[config.mk]
export PLATFORM = sky130hd
export DESIGN_NAME = compact_timer
export DESIGN_NICKNAME = d
export VERILOG_FILES = /design/src/rtl/compact_timer_pkg.sv /design/src/rtl/compact_timer.sv
export SDC_FILE = /design/constraint.sdc
export NUM_CORES = 1
export LEC_CHECK = 0
export CAP_MARGIN = 20
export CELL_PAD_IN_SITES_DETAIL_PLACEMENT = 0
export CELL_PAD_IN_SITES_GLOBAL_PLACEMENT = 1
export CORE_ASPECT_RATIO = 1.5
export CORE_MARGIN = 2
export CORE_UTILIZATION = 49
export CTS_BUF_LIST = sky130_fd_sc_hd__clkbuf_8
export CTS_CLUSTER_DIAMETER = 50
export DETAILED_ROUTE_END_ITERATION = 16
export DONT_BUFFER_PORTS = 1
export PLACE_DENSITY = 0.8
export SYNTH_ARGS = -nofsm -noshare
export SYNTH_HDL_FRONTEND = slang
export SYNTH_SLANG_ARGS = --single-unit
export TNS_END_PERCENT = 10
[constraint.sdc]
create_clock -name aclk -period 5.3 [get_ports aclk]
set_input_delay 0.265 -clock aclk [delete_from_list [all_inputs] [get_ports aclk]]
set_output_delay 0.265 -clock aclk [all_outputs]
set_load 0.05 [all_outputs]
[src/rtl/compact_timer_pkg.sv]
// Register map, field positions and reset values of the compact timer
package compact_timer_pkg;
    localparam logic [7:0] CTRL0_OFFSET     = 8'h00;
    localparam logic [7:0] CTRL1_OFFSET     = 8'h04;
    localparam logic [7:0] COUNT_OFFSET     = 8'h08;
    localparam logic [7:0] COMPARE_A_OFFSET = 8'h0c;
    localparam logic [7:0] PERIOD_OFFSET    = 8'h10;
    localparam logic [7:0] FLAGS_OFFSET     = 8'h14;
    localparam int ON_BIT         = 3;
    localparam int MODE_MSB       = 7;
    localparam int MODE_LSB       = 6;
    localparam int FUNC_MSB       = 5;
    localparam int FUNC_LSB       = 4;
    localparam int INIT_LEVEL_BIT = 3;
    localparam int INVERT_BIT     = 2;
    localparam int SWAP_BIT       = 1;
    localparam int CLEAR_SEL_BIT  = 0;
    localparam int FLAG_A_BIT     = 0;
    localparam int FLAG_P_BIT     = 1;
    localparam logic [7:0]  CTRL1_RESET     = 8'h00;
    localparam logic [15:0] COMPARE_A_RESET = 16'h0000;
    localparam logic [7:0]  PERIOD_RESET    = 8'h00;
    localparam logic [1:0] MODE_COMPARE = 2'h0;
    localparam logic [1:0] MODE_PWM     = 2'h2;
    localparam logic [1:0] MODE_TIMER   = 2'h3;
    localparam logic [1:0] FUNC_NONE    = 2'h0;
    localparam logic [1:0] FUNC_LOW     = 2'h1;
    localparam logic [1:0] FUNC_HIGH    = 2'h2;
    localparam logic [1:0] FUNC_TOGGLE  = 2'h3;
    localparam logic [1:0] RESP_OKAY    = 2'h0;
    localparam logic [1:0] RESP_SLVERR  = 2'h2;
endpackage

[src/rtl/compact_timer.sv]
// Compact 16-bit timer with two comparators and PWM, AXI4-Lite registers
module compact_timer
(
    input  wire logic        aclk,
    input  wire logic        aresetn,
    input  wire logic [7:0]  s_axi_awaddr,
    input  wire logic        s_axi_awvalid,
    output logic             s_axi_awready,
    input  wire logic [31:0] s_axi_wdata,
    input  wire logic [3:0]  s_axi_wstrb,
    input  wire logic        s_axi_wvalid,
    output logic             s_axi_wready,
    output logic [1:0]       s_axi_bresp,
    output logic             s_axi_bvalid,
    input  wire logic        s_axi_bready,
    input  wire logic [7:0]  s_axi_araddr,
    input  wire logic        s_axi_arvalid,
    output logic             s_axi_arready,
    output logic [31:0]      s_axi_rdata,
    output logic [1:0]       s_axi_rresp,
    output logic             s_axi_rvalid,
    input  wire logic        s_axi_rready,
    input  wire logic        tick,
    output logic             timer_out,
    output logic             timer_out_en
);
    logic        counter_on_q;
    logic        on_prev_q;
    logic [7:0]  ctrl1_q;
    logic [15:0] compare_a_value_q;
    logic [7:0]  period_compare_byte_q;
    logic [15:0] count_q;
    logic        match_a_flag_q;
    logic        match_p_flag_q;
    logic        pin_q;
    logic        pwm_level_q;
    logic        aw_held_q;
    logic        w_held_q;
    logic [7:0]  awaddr_q;
    logic [31:0] wdata_q;
    logic [3:0]  wstrb_q;

    logic [1:0]  mode;
    logic [1:0]  func;
    logic        clear_select;
    logic        init_level;
    logic        output_invert;
    logic        period_duty_swap;
    logic        on_rise;
    logic        running;
    logic        hit_a;
    logic        hit_p;
    logic        flag_a_evt;
    logic        flag_p_evt;
    logic        clear_cnt;
    logic [16:0] scaled_p;
    logic [16:0] period_len;
    logic [16:0] duty_len;
    logic        wr_fire;
    logic        wr_bank;
    logic        clr_a;
    logic        clr_p;
    logic [15:0] next_count;

    // Period byte times 256 as a length, zero meaning 65536
    function automatic logic [16:0] scale_period(input logic [7:0] value);
        if (value == 8'h00)
        begin
            return 17'h10000;
        end
        return {1'b0, value, 8'h00};
    endfunction

    // Apply byte strobes to an 8-bit wide lane
    function automatic logic [7:0] lane0(input logic [7:0] old, input logic [31:0] data,
                                         input logic [3:0] strb);
        return strb[0] ? data[7:0] : old;
    endfunction

    assign mode             = ctrl1_q[compact_timer_pkg::MODE_MSB:compact_timer_pkg::MODE_LSB];
    assign func             = ctrl1_q[compact_timer_pkg::FUNC_MSB:compact_timer_pkg::FUNC_LSB];
    assign init_level       = ctrl1_q[compact_timer_pkg::INIT_LEVEL_BIT];
    assign output_invert    = ctrl1_q[compact_timer_pkg::INVERT_BIT];
    assign period_duty_swap = ctrl1_q[compact_timer_pkg::SWAP_BIT];
    assign clear_select     = ctrl1_q[compact_timer_pkg::CLEAR_SEL_BIT];
    assign on_rise          = counter_on_q && !on_prev_q;
    assign running          = counter_on_q && on_prev_q && tick;

    // Comparators fire when the counter reaches a nonzero compare point
    assign hit_p = running && (count_q[15:8] == period_compare_byte_q)
                   && (count_q[7:0] == 8'h00) && (period_compare_byte_q != 8'h00);
    assign hit_a = running && (count_q == compare_a_value_q)
                   && (compare_a_value_q != 16'h0000);

    assign scaled_p   = scale_period(period_compare_byte_q);
    assign period_len = period_duty_swap ? {1'b0, compare_a_value_q} : scaled_p;
    assign duty_len   = period_duty_swap ? scaled_p : {1'b0, compare_a_value_q};

    always_comb
    begin
        flag_a_evt = hit_a;
        flag_p_evt = hit_p;
        clear_cnt  = 1'b0;
        if (mode == compact_timer_pkg::MODE_PWM)
        begin
            // Clear select ignored, period source clears the counter
            clear_cnt = running && ({1'b0, count_q} + 17'h00001 >= period_len)
                        && (period_len != 17'h00000);
            // Counter may wrap before reaching a compare point, so match on its last count
            flag_a_evt = hit_a || (running
                         && ({1'b0, count_q} + 17'h00001 == {1'b0, compare_a_value_q}));
            flag_p_evt = hit_p || (running
                         && ({1'b0, count_q} + 17'h00001 == scaled_p));
        end
        else if (clear_select)
        begin
            flag_p_evt = 1'b0;
            clear_cnt  = hit_a;
        end
        else
        begin
            clear_cnt = hit_p;
        end
    end

    assign next_count = clear_cnt ? 16'h0000 : count_q + 16'h0001;

    // Counter
    always_ff @(posedge aclk)
    begin
        if (!aresetn)
        begin
            count_q   <= 16'h0000;
            on_prev_q <= 1'b0;
        end
        else
        begin
            on_prev_q <= counter_on_q;
            if (on_rise)
            begin
                count_q <= 16'h0000;
            end
            else if (running)
            begin
                count_q <= next_count;
            end
        end
    end

    // PWM active phase, restarted at each period start
    always_ff @(posedge aclk)
    begin
        if (!aresetn)
        begin
            pwm_level_q <= 1'b0;
        end
        else if (on_rise)
        begin
            pwm_level_q <= (duty_len != 17'h00000);
        end
        else if (running)
        begin
            if (clear_cnt)
            begin
                pwm_level_q <= (duty_len != 17'h00000);
            end
            else if (duty_len < period_len)
            begin
                pwm_level_q <= ({1'b0, next_count} < duty_len);
            end
            else
            begin
                pwm_level_q <= 1'b1;
            end
        end
    end

    // Output pin
    always_ff @(posedge aclk)
    begin
        if (!aresetn)
        begin
            pin_q        <= 1'b0;
            timer_out    <= 1'b0;
            timer_out_en <= 1'b0;
        end
        else
        begin
            if (mode == compact_timer_pkg::MODE_COMPARE)
            begin
                if (on_rise)
                begin
                    pin_q <= init_level;
                end
                else if (hit_a)
                begin
                    case (func)
                        compact_timer_pkg::FUNC_LOW:    pin_q <= 1'b0;
                        compact_timer_pkg::FUNC_HIGH:   pin_q <= 1'b1;
                        compact_timer_pkg::FUNC_TOGGLE: pin_q <= !pin_q;
                        default:                        pin_q <= pin_q;
                    endcase
                end
                timer_out <= pin_q ^ output_invert;
            end
            else if (mode == compact_timer_pkg::MODE_PWM)
            begin
                case (func)
                    compact_timer_pkg::FUNC_NONE: timer_out <= !init_level ^ output_invert;
                    compact_timer_pkg::FUNC_LOW:  timer_out <= init_level ^ output_invert;
                    compact_timer_pkg::FUNC_HIGH:
                        timer_out <= (pwm_level_q ~^ init_level) ^ output_invert;
                    default:                      timer_out <= !init_level ^ output_invert;
                endcase
            end
            else
            begin
                timer_out <= 1'b0;
            end
            timer_out_en <= (mode == compact_timer_pkg::MODE_COMPARE)
                            || (mode == compact_timer_pkg::MODE_PWM);
        end
    end

    // Write channel capture
    assign wr_fire = aw_held_q && w_held_q && !s_axi_bvalid;
    assign wr_bank = wr_fire && (awaddr_q == compact_timer_pkg::FLAGS_OFFSET);
    assign clr_a   = wr_bank && wstrb_q[0] && wdata_q[compact_timer_pkg::FLAG_A_BIT];
    assign clr_p   = wr_bank && wstrb_q[0] && wdata_q[compact_timer_pkg::FLAG_P_BIT];

    always_ff @(posedge aclk)
    begin
        if (!aresetn)
        begin
            aw_held_q     <= 1'b0;
            w_held_q      <= 1'b0;
            awaddr_q      <= 8'h00;
            wdata_q       <= 32'h00000000;
            wstrb_q       <= 4'h0;
            s_axi_awready <= 1'b0;
            s_axi_wready  <= 1'b0;
            s_axi_bvalid  <= 1'b0;
            s_axi_bresp   <= compact_timer_pkg::RESP_OKAY;
        end
        else
        begin
            s_axi_awready <= !aw_held_q && !s_axi_awready && s_axi_awvalid;
            s_axi_wready  <= !w_held_q && !s_axi_wready && s_axi_wvalid;
            if (s_axi_awvalid && s_axi_awready)
            begin
                aw_held_q <= 1'b1;
                awaddr_q  <= s_axi_awaddr;
            end
            if (s_axi_wvalid && s_axi_wready)
            begin
                w_held_q <= 1'b1;
                wdata_q  <= s_axi_wdata;
                wstrb_q  <= s_axi_wstrb;
            end
            if (wr_fire)
            begin
                aw_held_q    <= 1'b0;
                w_held_q     <= 1'b0;
                s_axi_bvalid <= 1'b1;
                case (awaddr_q)
                    compact_timer_pkg::CTRL0_OFFSET, compact_timer_pkg::CTRL1_OFFSET,
                    compact_timer_pkg::COUNT_OFFSET, compact_timer_pkg::COMPARE_A_OFFSET,
                    compact_timer_pkg::PERIOD_OFFSET, compact_timer_pkg::FLAGS_OFFSET:
                        s_axi_bresp <= compact_timer_pkg::RESP_OKAY;
                    default: s_axi_bresp <= compact_timer_pkg::RESP_SLVERR;
                endcase
            end
            else if (s_axi_bvalid && s_axi_bready)
            begin
                s_axi_bvalid <= 1'b0;
            end
        end
    end

    // Software registers
    always_ff @(posedge aclk)
    begin
        if (!aresetn)
        begin
            counter_on_q          <= 1'b0;
            ctrl1_q               <= compact_timer_pkg::CTRL1_RESET;
            compare_a_value_q     <= compact_timer_pkg::COMPARE_A_RESET;
            period_compare_byte_q <= compact_timer_pkg::PERIOD_RESET;
        end
        else if (wr_fire)
        begin
            case (awaddr_q)
                compact_timer_pkg::CTRL0_OFFSET:
                    if (wstrb_q[0])
                    begin
                        counter_on_q <= wdata_q[compact_timer_pkg::ON_BIT];
                    end
                compact_timer_pkg::CTRL1_OFFSET:
                    ctrl1_q <= lane0(ctrl1_q, wdata_q, wstrb_q);
                compact_timer_pkg::COMPARE_A_OFFSET:
                begin
                    compare_a_value_q[7:0]  <= lane0(compare_a_value_q[7:0], wdata_q, wstrb_q);
                    if (wstrb_q[1])
                    begin
                        compare_a_value_q[15:8] <= wdata_q[15:8];
                    end
                end
                compact_timer_pkg::PERIOD_OFFSET:
                    period_compare_byte_q <= lane0(period_compare_byte_q, wdata_q, wstrb_q);
                default:
                begin
                end
            endcase
        end
    end

    // Sticky flags, an event wins over a clear in the same cycle
    always_ff @(posedge aclk)
    begin
        if (!aresetn)
        begin
            match_a_flag_q <= 1'b0;
            match_p_flag_q <= 1'b0;
        end
        else
        begin
            match_a_flag_q <= flag_a_evt || (match_a_flag_q && !clr_a);
            match_p_flag_q <= flag_p_evt || (match_p_flag_q && !clr_p);
        end
    end

    // Read channel
    always_ff @(posedge aclk)
    begin
        if (!aresetn)
        begin
            s_axi_arready <= 1'b0;
            s_axi_rvalid  <= 1'b0;
            s_axi_rdata   <= 32'h00000000;
            s_axi_rresp   <= compact_timer_pkg::RESP_OKAY;
        end
        else
        begin
            s_axi_arready <= !s_axi_rvalid && !s_axi_arready && s_axi_arvalid;
            if (s_axi_arvalid && s_axi_arready)
            begin
                s_axi_rvalid <= 1'b1;
                s_axi_rresp  <= compact_timer_pkg::RESP_OKAY;
                s_axi_rdata  <= 32'h00000000;
                case (s_axi_araddr)
                    compact_timer_pkg::CTRL0_OFFSET:
                        s_axi_rdata[compact_timer_pkg::ON_BIT] <= counter_on_q;
                    compact_timer_pkg::CTRL1_OFFSET:     s_axi_rdata[7:0]  <= ctrl1_q;
                    compact_timer_pkg::COUNT_OFFSET:     s_axi_rdata[15:0] <= count_q;
                    compact_timer_pkg::COMPARE_A_OFFSET: s_axi_rdata[15:0] <= compare_a_value_q;
                    compact_timer_pkg::PERIOD_OFFSET:    s_axi_rdata[7:0]  <= period_compare_byte_q;
                    compact_timer_pkg::FLAGS_OFFSET:
                        s_axi_rdata[1:0] <= {match_p_flag_q, match_a_flag_q};
                    default: s_axi_rresp <= compact_timer_pkg::RESP_SLVERR;
                endcase
            end
            else if (s_axi_rvalid && s_axi_rready)
            begin
                s_axi_rvalid <= 1'b0;
            end
        end
    end
endmodule

==> flow_summary.rst, run 1 <==
.. list-table::
   :header-rows: 1

   * - Metric
     - Value
   * - Result of the run
     - finished, final reports clean
   * - Via count
     - 6274
   * - DRC viols
     - 0
   * - Root Buffer
     - sky130_fd_sc_hd__clkbuf_8
   * - Tmin final
     - 4.86 ns
   * - Mux contribution to synthesized area
     - 5.74%
   * - Layout cell share with drive strength beyond 1
     - 7.05%
   * - Number of antenna violations at the first check in global routing
     - 0
   * - Signed area change from the synthesized netlist to the final layout
     - 7.23%
   * - Clock tree from TritonCTS
     - done
   * - Core Footprint
     - 14100 µm²
   * - Cts bufs inserted
     - 9
   * - Fin Clk Skew
     - 0.0231 ns
   * - Ranking of synthesized cells by area
     - sky130_fd_sc_hd__dfxtp_1 (30%), sky130_fd_sc_hd__ha_1 (7.6%), sky130_fd_sc_hd__nand2_1 (7.5%)
   * - Clock latency at the later pin of the worst-skew pair
     - 0.39 ns
   * - Number of I/O pins
     - 103
   * - DIE AREA
     - 15500 µm²
   * - Final setup violating endpoints
     - 0
   * - Mean area per synthesized cell
     - 7.99 µm²
   * - Summed negative setup slack over all endpoints
     - 0 ns
   * - Detailed Routing Iterations Pass 1
     - 5
   * - Post-Route Hold Slack
     - 0.00765 ns
   * - Clk buf depth
     - 2
   * - Class of the worst hold path
     - in -> reg
   * - Overall Power
     - 1.46 mW
   * - Number of max-slew violations in the final report
     - 0
   * - Total global-route track usage
     - 27.9%
   * - Antenna violation net count after detailed routing
     - 0
   * - Pint
     - 1.07 mW
   * - Setup slack on the worst flop-to-flop path
     - 0.44 ns
   * - Vertical die dimension
     - 151 µm
   * - Detailed-placement wirelength estimate
     - 16.1 mm
   * - Maximum number of pins on one net before global-route repair
     - 86
   * - Most common flop cell mapped by yosys
     - sky130_fd_sc_hd__dfxtp_1
   * - Ys Warns
     - 0
   * - Final routed wirelength across all metal layers
     - 21.3 mm
   * - Via count of the first global-routing pass
     - 6131
   * - Share of the synthesized area in compound gates (AO/OA/AOI/OAI)
     - 15.6%
   * - Data arrival time of the worst path
     - 5.15 ns
   * - Adder-cell share of the synthesized area
     - 7.74%
   * - Critical-path maximum fanout
     - 10
   * - Unrepaired setup endpoints after global routing
     - false
   * - Drt wl/cell
     - 19.9 µm
   * - Vias/cell
     - 5.86
   * - Largest family of logic cells by synthesized area
     - simple AND/OR/NAND/NOR gates
   * - Top achievable clock speed
     - 206 MHz
   * - Flop pwr share
     - 57.3%
   * - Cells after synthesis
     - 886
   * - Async SR Flop Fraction
     - 0%
   * - Critical path endpoint category
     - register
   * - Crit path max-delay cell type
     - sky130_fd_sc_hd__dfxtp_1
   * - NetSw
     - 0.385 mW
   * - Fillers
     - 1391
   * - Starting DRC count in detailed routing
     - 314
   * - Wire length of the first global-routing pass
     - 32.7 mm
   * - Portion of synthesized cell area occupied by the leading cell type
     - 30.2%
   * - Num Clock Sinks
     - 107
   * - Logic pwr share
     - 5.3%
   * - Crit-path cells
     - nand3_2, nor3_2, nand3_1, xor2_1, inv_1, ha_1, and4_1, nand2_1, a221oi_2, o21ai_1, a211oi_2, buf_4, buf_4, nor2_1, ha_1, a21oi_1, nor2b_1, o21ai_0, a21oi_1, o21ai_0, nand2_1, o22a_1, o311ai_0
   * - Share of power burned in the clock network
     - 37.4%
   * - Simple-gate share of the synthesized area
     - 25.1%
   * - Post-synthesis sequential element count
     - 107
   * - Area of the mapped netlist
     - 7080 µm²
   * - Largest area contributor in the netlist
     - sky130_fd_sc_hd__dfxtp_1
   * - P_leak
     - 3.02 nW
   * - PortBufs
     - 0
   * - Area taken by multi-input logic gates
     - 4500 µm²
   * - Register Area
     - 2140 µm²
   * - Initial core utilization
     - 50.4%
   * - Hold Vio Cnt, Final
     - 0
   * - Critical setup path kind
     - reg -> reg
   * - Max stage delay on crit path
     - 0.53 ns
   * - GR Overflow Total
     - 0
   * - Number of enable flip-flop cells after synthesis
     - 0
   * - Final Net Count
     - 977
   * - Site row count
     - 53
   * - Fin crit share
     - 91.8%
   * - Number of antenna repair diodes
     - 0
   * - Net switching share of the total power
     - 26.4%
   * - Slew at the pin closest to its max-slew limit
     - 0.946 ns
   * - Maxcap violations
     - 0
   * - Power per cell area
     - 192 nW/µm²
   * - IR Drop Worst-Case VDD
     - 0.255 mV
   * - Clock slew seen by the registers of the worst setup and hold paths
     - 0.12 ns
   * - Die width
     - 102 µm
   * - Worst setup SP type
     - register
   * - Post-synthesis xor/xnor area fraction
     - 8.27%
   * - Required time at the worst-slack endpoint
     - 5.58 ns
   * - Most used standard cell by instance count after synthesis
     - sky130_fd_sc_hd__nand2_1
   * - Number of H-tree levels
     - 3
   * - Top cell types by occurrence after synthesis
     - sky130_fd_sc_hd__nand2_1 (141), sky130_fd_sc_hd__dfxtp_1 (107), sky130_fd_sc_hd__a21boi_0 (55)
   * - Worst slew margin relative to its limit
     - 36.3%
   * - Sequential fraction of the synthesis area
     - 30.2%
   * - Number of different library cells in the post-synthesis netlist
     - 60
   * - Final weighted congestion of routability-driven global placement
     - 1.05
[worst max-delay path: cells and delay by family, from the launching register on]
family	cells	cell delay, ns
AOI/OAI and AO/OA	9	1.52
and+or+nand+nor	8	1.22
adders and majority gates	2	0.61
DFF	1	0.53
buffers and inverters	3	0.50
xor gates and xnor gates	1	0.39
[state kept, by name (all words and copies together), names as in the netlist, 2 cells and up]
register,cells
wdata_q,16
period_compare_byte_q,8
wstrb_q,2
count_q,16
s_axi_rdata,16
ctrl1_q,8
awaddr_q,8
compare_a_value_q,16
[power groups by stage]
stage / clock (mW) / sequential, mW / combinational (mW)
after floorplan: 0 / 0.848 / 0.0827
after global placement: 0 / 0.853 / 0.0642
after detailed placement: 0 / 0.853 / 0.0654
after CTS: 0.555 / 0.834 / 0.0745
after global routing: 0.587 / 0.836 / 0.0835
final: 0.545 / 0.835 / 0.0778
[cell type report]
class / count / area share, %
Inverter: 26 / 1.29
Clock buffer: 9 / 1.63
Sequential cell: 107 / 28.2
Clock inverter: 7 / 1.24
Timing Repair Buffer: 47 / 5.17
Multi-Input combinational cell: 683 / 59.3
Tap cell: 192 / 3.16
[final timing paths]
check / from / end / cells after the start
worst min-delay path: s_axi_wdata[1] / wdata_q[1]$_SDFFE_PN0P_ / 2
worst max-delay path: count_q[3]$_SDFFE_PP0P_ / pwm_level_q$_SDFFE_PN0P_ / 23
worst min register to register: wdata_q[9]$_SDFFE_PN0P_ / wdata_q[9]$_SDFFE_PN0P_ / 2
worst max register to register: count_q[3]$_SDFFE_PP0P_ / pwm_level_q$_SDFFE_PN0P_ / 23
[metrics by stage]
stage	util, %	std cells	setup slack [ns]	cell area (µm²)
after floorplan	-	903	0.782	7150
after global placement	51.2	1039	0.492	7200
after detailed placement	51.2	1039	0.396	7200
after CTS	53.7	1068	0.334	7550
after global routing	54.0	1071	0.0689	7590
final	54.0	1071	0.436	7590
[cells by family after synthesis]
logic type | after synthesis
adder cells (fa/ha/maj) | 44
AND/OR/NAND/NOR | 355
AO/OA/AOI/OAI | 160
buffers and inverters | 113
flip-flops | 107
multiplexers | 40
other | 1
XOR/XNOR | 66
[per-layer routing]
metal  vias to the layer above  routed length, µm  GRT usage [%]
met5                         -                  0              0
met4                         0               1330           16.9
met3                        77               1000           5.68
met2                       185              11100           50.2
met1                      3005               7840           29.4
li1                       3007                  -              -
[what timing repair did]
item | 4_1_cts | 5_1_grt
resized for setup | 0 | 2
hold buffers | 13 | 3
setup endpoints to repair | 0 | 1
buffers inserted | 0 | 0
hold endpoints to repair | 17 | 12
[cells in the final DEF, fill, tap and decap left out, types with 29 or more instances in the layout]
cell type,count
sky130_fd_sc_hd__nand2_1,141
sky130_fd_sc_hd__dfxtp_1,107
sky130_fd_sc_hd__a21boi_0,55
sky130_fd_sc_hd__ha_1,43
sky130_fd_sc_hd__nor2_1,41
sky130_fd_sc_hd__xnor2_1,37
sky130_fd_sc_hd__nor2b_1,35
sky130_fd_sc_hd__mux2i_1,35
sky130_fd_sc_hd__buf_4,31
sky130_fd_sc_hd__a21oi_1,30
sky130_fd_sc_hd__o21ai_0,29
Power figures use the tool's default switching activity.
==> run 2, diff against run 1 <==
--- a/config.mk
+++ b/config.mk
@@ -10,3 +10,2 @@
 export CELL_PAD_IN_SITES_GLOBAL_PLACEMENT = 1
-export CORE_ASPECT_RATIO = 1.5
 export CORE_MARGIN = 2
--- a/constraint.sdc
+++ b/constraint.sdc
@@ -3,2 +3,2 @@
 set_output_delay 0.265 -clock aclk [all_outputs]
-set_load 0.05 [all_outputs]
+set_load 0.02 [all_outputs]
==> run 2 against run 1 <==
Compared with the run above: wire length is 3.4% lower; critical endpoint unchanged; worst setup slack worse by 0.014 ns; cell area grew 0.56%; power shrank 5.3%; sequential cell count did not move.
==> flow_summary.rst, run 2 (synthesized netlist as in run 1, its figures left out) <==
.. list-table::
   :header-rows: 1

   * - Metric
     - Value
   * - Signed area change from the synthesized netlist to the final layout
     - 7.83%
   * - Layout cell share with drive strength beyond 1
     - 8.09% (+1.0 points)
   * - PortBufs
     - 0 (unchanged)
   * - Clk buf depth
     - 2 (unchanged)
   * - Slew at the pin closest to its max-slew limit
     - 1.01 ns (+0.0675 ns)
   * - Clock tree from TritonCTS
     - done
   * - Core Footprint
     - 14000 µm² (-0.50%)
   * - DIE AREA
     - 15400 µm² (-0.13%)
   * - Instance count after placement with tap cells included
     - 1036 (-0.29%)
   * - Vertical die dimension
     - 124 µm (-18%)
   * - Fin cells
     - 1070 (-0.093%)
   * - Top achievable clock speed
     - 205 MHz (-0.28%)
   * - Site row count
     - 43 (-19%)
   * - Worst slew margin relative to its limit
     - 31.8% (-4.5 points)
   * - Fin Clk Skew
     - 0.0154 ns (-0.00768 ns)
   * - Root Buffer
     - sky130_fd_sc_hd__clkbuf_8
   * - Most common cell after layout, fill and taps aside
     - sky130_fd_sc_hd__nand2_1
   * - Drt wl/cell
     - 19.2 µm (-3.3%)
   * - Finished Cell Area
     - 7640 µm² (+0.56%)
   * - Critical path endpoint category
     - register
   * - Placed instance area
     - 7270 µm² (+0.90%)
   * - Hold Vio Cnt, Final
     - 0 (unchanged)
   * - Initial core utilization
     - 50.6% (+0.25 points)
   * - Top Metal Used
     - met4
   * - Overall Power
     - 1.38 mW (-5.3%)
   * - Maxcap violations
     - 0 (unchanged)
   * - Critical-path maximum fanout
     - 13 (+3)
   * - Clock latency at the later pin of the worst-skew pair
     - 0.40 ns (about the same)
   * - Final routed wirelength across all metal layers
     - 20.6 mm (-3.4%)
   * - GR Overflow Total
     - 0 (unchanged)
   * - Cts bufs inserted
     - 9 (unchanged)
   * - Number of max-slew violations in the final report
     - 0 (unchanged)
   * - Worst setup SP type
     - register
   * - Clock slew seen by the registers of the worst setup and hold paths
     - 0.12 ns (about the same)
   * - Die width
     - 124 µm (+22%)
   * - Fin crit share
     - 92.0% (+0.26 points)
   * - Amount of wire on met3 after detailed routing
     - 1.50 mm (+50%)
   * - Number of antenna repair diodes
     - 0 (unchanged)
   * - Final weighted congestion of routability-driven global placement
     - 1.01 (-4.0%)
   * - Number of H-tree levels
     - 3 (unchanged)
   * - Max stage delay on crit path
     - 0.45 ns (-0.08 ns)
   * - Detailed Routing Iterations Pass 1
     - 8 (+3)
   * - Starting DRC count in detailed routing
     - 514 (+64%)
   * - Total global-route track usage
     - 26.4% (-1.5 points)
   * - Crit path max-delay cell type
     - sky130_fd_sc_hd__a2111oi_1
   * - P_leak
     - 3.06 nW (+1.4%)
   * - Number of antenna violations at the first check in global routing
     - 0 (unchanged)
   * - Crit-path cells
     - ha_2, nand2_1, nor2_1, and3_1, xnor2_1, inv_1, ha_1, a2111oi_1, o21ai_0, nor2_1, o22ai_1, o21ai_1, a211oi_2, buf_4, nor2_1, ha_1, a211oi_1, o21ai_0, o211ai_1, nand3_1, o21ai_0, nor3_1, o22a_1, o311ai_0
   * - DRC viols
     - 0 (unchanged)
   * - Critical setup path kind
     - reg -> reg
   * - Final Net Count
     - 988 (+1.1%)
   * - Met1 layer wirelength in the final routing
     - 8.99 mm (+15%)
   * - Data arrival time of the worst path
     - 5.17 ns (+0.02 ns)
   * - IR Drop Worst-Case VDD
     - 0.157 mV (-38%)
   * - Unrepaired setup endpoints after global routing
     - false
   * - Vias/cell
     - 5.94 (+1.4%)
   * - Final setup violating endpoints
     - 0 (unchanged)
   * - Number of I/O pins
     - 103 (unchanged)
   * - Wire length of the first global-routing pass
     - 32.8 mm (+0.25%)
   * - Detailed-placement wirelength estimate
     - 15.3 mm (-4.9%)
   * - Met2 routed WL
     - 9.48 mm (-15%)
   * - Result of the run
     - finished, final reports clean
   * - Antenna violation net count after detailed routing
     - 0 (unchanged)
   * - Via count of the first global-routing pass
     - 6142 (+0.18%)
   * - Maximum number of pins on one net before global-route repair
     - 75 (-13%)
   * - Summed negative setup slack over all endpoints
     - 0 ns (unchanged)
   * - Required time at the worst-slack endpoint
     - 5.60 ns (+0.02 ns)
   * - Commonest cells after routing, fill and taps aside
     - sky130_fd_sc_hd__nand2_1 (141), sky130_fd_sc_hd__dfxtp_1 (106), sky130_fd_sc_hd__a21boi_0 (55), sky130_fd_sc_hd__ha_1 (42)
   * - Class of the worst hold path
     - in -> reg
   * - Tmin final
     - 4.88 ns (+0.0138 ns)
   * - Num Clock Sinks
     - 107 (unchanged)
   * - Power per cell area
     - 181 nW/µm² (-5.8%)
   * - Via count
     - 6355 (+1.3%)
run 2: report_power, final:
group          switching (mW)  leakage (nW)  internal, mW
Sequential             0.0139         0.865         0.814
Clock                   0.315        0.0919         0.179
Combinational          0.0326          2.10        0.0260
Total                   0.362          3.06          1.02
run 2: cell type report:
class / count / area [µm²]
Clock buffer: 9 / 124
Fill cell: 1340 / 6350
Inverter: 26 / 97.6
Tap cell: 180 / 225
Clock inverter: 7 / 63.8
Timing Repair Buffer: 58 / 488
Sequential cell: 107 / 2140
Multi-Input combinational cell: 683 / 4490
run 2: what timing repair did:
item | 4_1_cts | 5_1_grt
gates resized for setup | 0 | 3
endpoints found under the setup margin | 0 | 1
endpoints found under the hold margin | 30 | 0
hold buffers | 16 | 0
setup buffers | 0 | 2
run 2: stage by stage:
stage | setup WS [ns] | utilization, % | hold slack [ns]
after floorplan | 0.782 | - | 0.383
after global placement | 0.318 | 52.0 | 0.386
after detailed placement | 0.244 | 52.0 | 0.388
after CTS | 0.187 | 54.4 | 0.000509
after global routing | 0.0219 | 54.6 | 0.00864
final | 0.422 | 54.6 | 0.00949
run 2: worst paths after layout:
check | end | from | depth (start not counted) | slack (ns)
worst max-delay path | pwm_level_q$_SDFFE_PN0P_ | count_q[1]$_SDFFE_PP0P_ | 24 | 0.42
worst min-delay path | wdata_q[8]$_SDFFE_PN0P_ | s_axi_wdata[8] | 2 | 0.009
worst max register to register | pwm_level_q$_SDFFE_PN0P_ | count_q[1]$_SDFFE_PP0P_ | 24 | 0.42
worst min register to register | s_axi_wready$_SDFF_PN0_ | w_held_q$_SDFFE_PP0P_ | 1 | 0.46
run 2: critical path: cells and delay by family, from the launching register on:
family	cells	cell delay (ns)
compound gates	11	2.16
buf+inv	2	0.26
fa+ha+maj	3	0.84
xor+xnor	1	0.15
flops	1	0.44
simple gates	7	0.93
run 2: per-layer routing:
layer	global-route usage, %	vias to the layer above
met2	42.7	259
met3	4.78	45
li1	-	3039
met5	0	-
met4	10.8	0
met1	34.8	3012
==> run 3, diff against run 2 <==
clock period = 5.6 ns   (was 5.3 ns; I/O delays follow)
==> run 3 against run 2 <==
Compared with the run above: die area unchanged; global-route usage down 0.27 points; via count down 1.1%; utilization down 1.1 points; wire length down 0.91%; worst setup slack better by 0.012 ns.
==> flow_summary.rst, run 3 (synthesized netlist as in run 1, its figures left out) <==
.. list-table::
   :header-rows: 1

   * - Metric
     - Value
   * - Result of the run
     - finished, final reports clean
   * - Layout cell share with drive strength beyond 1
     - 7.23% (-0.86 points)
   * - Clock latency at the later pin of the worst-skew pair
     - 0.41 ns (about the same)
   * - Instance count after placement with tap cells included
     - 1029 (-0.68%)
   * - Most common cell after layout, fill and taps aside
     - sky130_fd_sc_hd__nand2_1
   * - Power per cell area
     - 177 nW/µm² (-2.0%)
   * - Slew at the pin closest to its max-slew limit
     - 1.00 ns (-0.0107 ns)
   * - Top cell by count, worst path
     - sky130_fd_sc_hd__ha_1
   * - Critical setup path kind
     - reg -> reg
   * - Hold Vio Cnt, Final
     - 0 (unchanged)
   * - Cts bufs inserted
     - 9 (unchanged)
   * - Signed area change from the synthesized netlist to the final layout
     - 5.62%
   * - Crit path max-delay cell type
     - sky130_fd_sc_hd__dfxtp_2
   * - Logic pwr share
     - 3.7% (-0.6 points)
   * - Via count
     - 6285 (-1.1%)
   * - Smallest setup slack after layout
     - 0.434 ns (+0.0121 ns)
   * - Class of the worst hold path
     - in -> reg
   * - Maxcap violations
     - 0 (unchanged)
   * - GR Overflow Total
     - 0 (unchanged)
   * - Tmin final
     - 5.17 ns (+0.288 ns)
   * - Total global-route track usage
     - 26.1% (-0.27 points)
   * - Critical path endpoint category
     - register
   * - Number of H-tree levels
     - 3 (unchanged)
   * - Post-Route Hold Slack
     - 0.00627 ns (-0.00323 ns)
   * - Clk buf depth
     - 2 (unchanged)
   * - Commonest cells after routing, fill and taps aside
     - sky130_fd_sc_hd__nand2_1 (141), sky130_fd_sc_hd__dfxtp_1 (106), sky130_fd_sc_hd__a21boi_0 (55), sky130_fd_sc_hd__ha_1 (43), sky130_fd_sc_hd__nor2_1 (41)
   * - Max stage delay on crit path
     - 0.44 ns (about the same)
   * - Via count of the first global-routing pass
     - 5890 (-4.1%)
   * - Final routed wirelength across all metal layers
     - 20.4 mm (-0.91%)
   * - Detailed-placement wirelength estimate
     - 15.3 mm (-0.34%)
   * - Die width
     - 124 µm (unchanged)
   * - Fin crit share
     - 92.2% (+0.21 points)
   * - P_leak
     - 2.98 nW (-2.5%)
   * - Number of max-slew violations in the final report
     - 0 (unchanged)
   * - Flop pwr share
     - 59.1% (-0.8 points)
   * - Dpl ws
     - 0.363 ns (+0.119 ns)
   * - Share of power burned in the clock network
     - 37.2% (+1.4 points)
   * - Final Net Count
     - 969 (-1.9%)
   * - Summed negative setup slack over all endpoints
     - 0 ns (unchanged)
   * - Clock slew seen by the registers of the worst setup and hold paths
     - 0.13 ns (about the same)
   * - Net switching share of the total power
     - 27.1% (+0.87 points)
   * - DIE AREA
     - 15400 µm² (unchanged)
   * - Core Footprint
     - 14000 µm² (unchanged)
   * - Top achievable clock speed
     - 194 MHz (-5.6%)
   * - DRC viols
     - 0 (unchanged)
   * - Wire length of the first global-routing pass
     - 32.2 mm (-1.9%)
   * - Vias/cell
     - 5.98 (+0.69%)
   * - Critical-path maximum fanout
     - 24 (+11)
   * - Crit-path cells
     - ha_1, nand2_1, nor4_4, nand3_1, xor2_1, inv_1, ha_1, and4_1, nand2_1, a221oi_2, o21ai_1, a211oi_2, buf_12, nor2_1, ha_1, a211oi_1, o21ai_0, o211ai_1, nand3_1, o21ai_0, nor3_1, o22a_1, o311ai_0
   * - Maximum number of pins on one net before global-route repair
     - 83 (+11%)
   * - Number of I/O pins
     - 103 (unchanged)
   * - Site row count
     - 43 (unchanged)
   * - IR Drop Worst-Case VDD
     - 0.170 mV (+8.3%)
   * - Fin Clk Skew
     - 0.0242 ns (+0.00881 ns)
   * - Worst setup SP type
     - register
   * - Vertical die dimension
     - 124 µm (unchanged)
   * - Final weighted congestion of routability-driven global placement
     - 0.993 (-1.9%)
   * - Root Buffer
     - sky130_fd_sc_hd__clkbuf_8
   * - Fin cells
     - 1051 (-1.8%)
   * - Number of antenna repair diodes
     - 0 (unchanged)
   * - Detailed Routing Iterations Pass 1
     - 8 (unchanged)
   * - Worst slew margin relative to its limit
     - 32.5% (+0.72 points)
   * - Data arrival time of the worst path
     - 5.48 ns (+0.31 ns)
   * - Starting DRC count in detailed routing
     - 635 (+24%)
   * - Number of post-CTS setup repair buffers
     - 0 (unchanged)
   * - Number of cells on the worst reg-to-reg path
     - 23 (-4.2%)
   * - Clock tree from TritonCTS
     - done
   * - Required time at the worst-slack endpoint
     - 5.91 ns (+0.31 ns)
   * - Number of antenna violations at the first check in global routing
     - 0 (unchanged)
   * - Final setup violating endpoints
     - 0 (unchanged)
   * - Drt wl/cell
     - 19.4 µm (+0.88%)
   * - Initial core utilization
     - 50.6% (unchanged)
   * - Pint
     - 0.967 mW (-5.1%)
   * - NetSw
     - 0.359 mW (-0.78%)
   * - Worst hold stages
     - 1 (-1)
   * - Num Clock Sinks
     - 107 (unchanged)
   * - PortBufs
     - 0 (unchanged)
   * - Antenna violation net count after detailed routing
     - 0 (unchanged)
==> run 3: power by group through the flow <==
stage	sequential, mW	clock, mW	combinational [mW]
4_1_cts	0.783	0.500	0.0492
5_1_grt	0.785	0.537	0.0546
6_report	0.783	0.493	0.0497
2_1_floorplan	0.796	0	0.0624
3_3_place_gp	0.800	0	0.0441
3_5_place_dp	0.801	0	0.0455
==> run 3: through the flow <==
stage          power [mW]  utilization [%]  cell area [µm²]
5_1_grt              1.38             53.5             7480
6_report             1.33             53.5             7480
3_5_place_dp        0.846             51.6             7220
2_1_floorplan       0.859                -             7150
3_3_place_gp        0.844             51.6             7220
4_1_cts              1.33             53.4             7470
==> run 3: worst max-delay path: cells and delay by family (launching register included) <==
kind	cells	cell delay, ns
AO/OA/AOI/OAI	9	1.86
AND/OR/NAND/NOR	8	1.28
adder cells (fa/ha/maj)	3	0.91
flip-flops	1	0.44
buffers and inverters	2	0.29
XOR/XNOR	1	0.27
==> run 3: final cells by class <==
type | instances | area, µm²
Inverter | 26 | 97.6
Timing Repair Buffer | 39 | 320
Clock buffer | 9 | 124
Fill cell | 1339 | 6510
Tap cell | 180 | 225
Multi-Input combinational cell | 683 | 4490
Clock inverter | 7 | 77.6
Sequential cell | 107 | 2140
==> run 3: what timing repair did <==
action                     CTS  global route
resized for setup            0             2
setup endpoints to repair    0             1
hold buffers                 5             1
hold endpoints to repair    14             1
==> run 3: path summary, 6_finish.rpt <==
check                               start                      endpoint  slack, ns
setup / recovery  count_q[1]$_SDFFE_PP0P_      pwm_level_q$_SDFFE_PN0P_       0.43
setup reg to reg  count_q[1]$_SDFFE_PP0P_      pwm_level_q$_SDFFE_PN0P_       0.43
hold reg to reg     w_held_q$_SDFFE_PP0P_       s_axi_wready$_SDFF_PN0_       0.46
hold / removal                    aresetn  s_axi_rdata[14]$_SDFFE_PN0P_      0.006
==> run 3: routing by layer <==
layer / global-route usage, % / up-vias / part of all wire [%]
met4: 9.78 / 0 / 2.9
met2: 41.6 / 264 / 45
met3: 4.39 / 48 / 7.6
met5: 0 / - / 0
met1: 35.6 / 2969 / 44
li1: - / 3004 / -
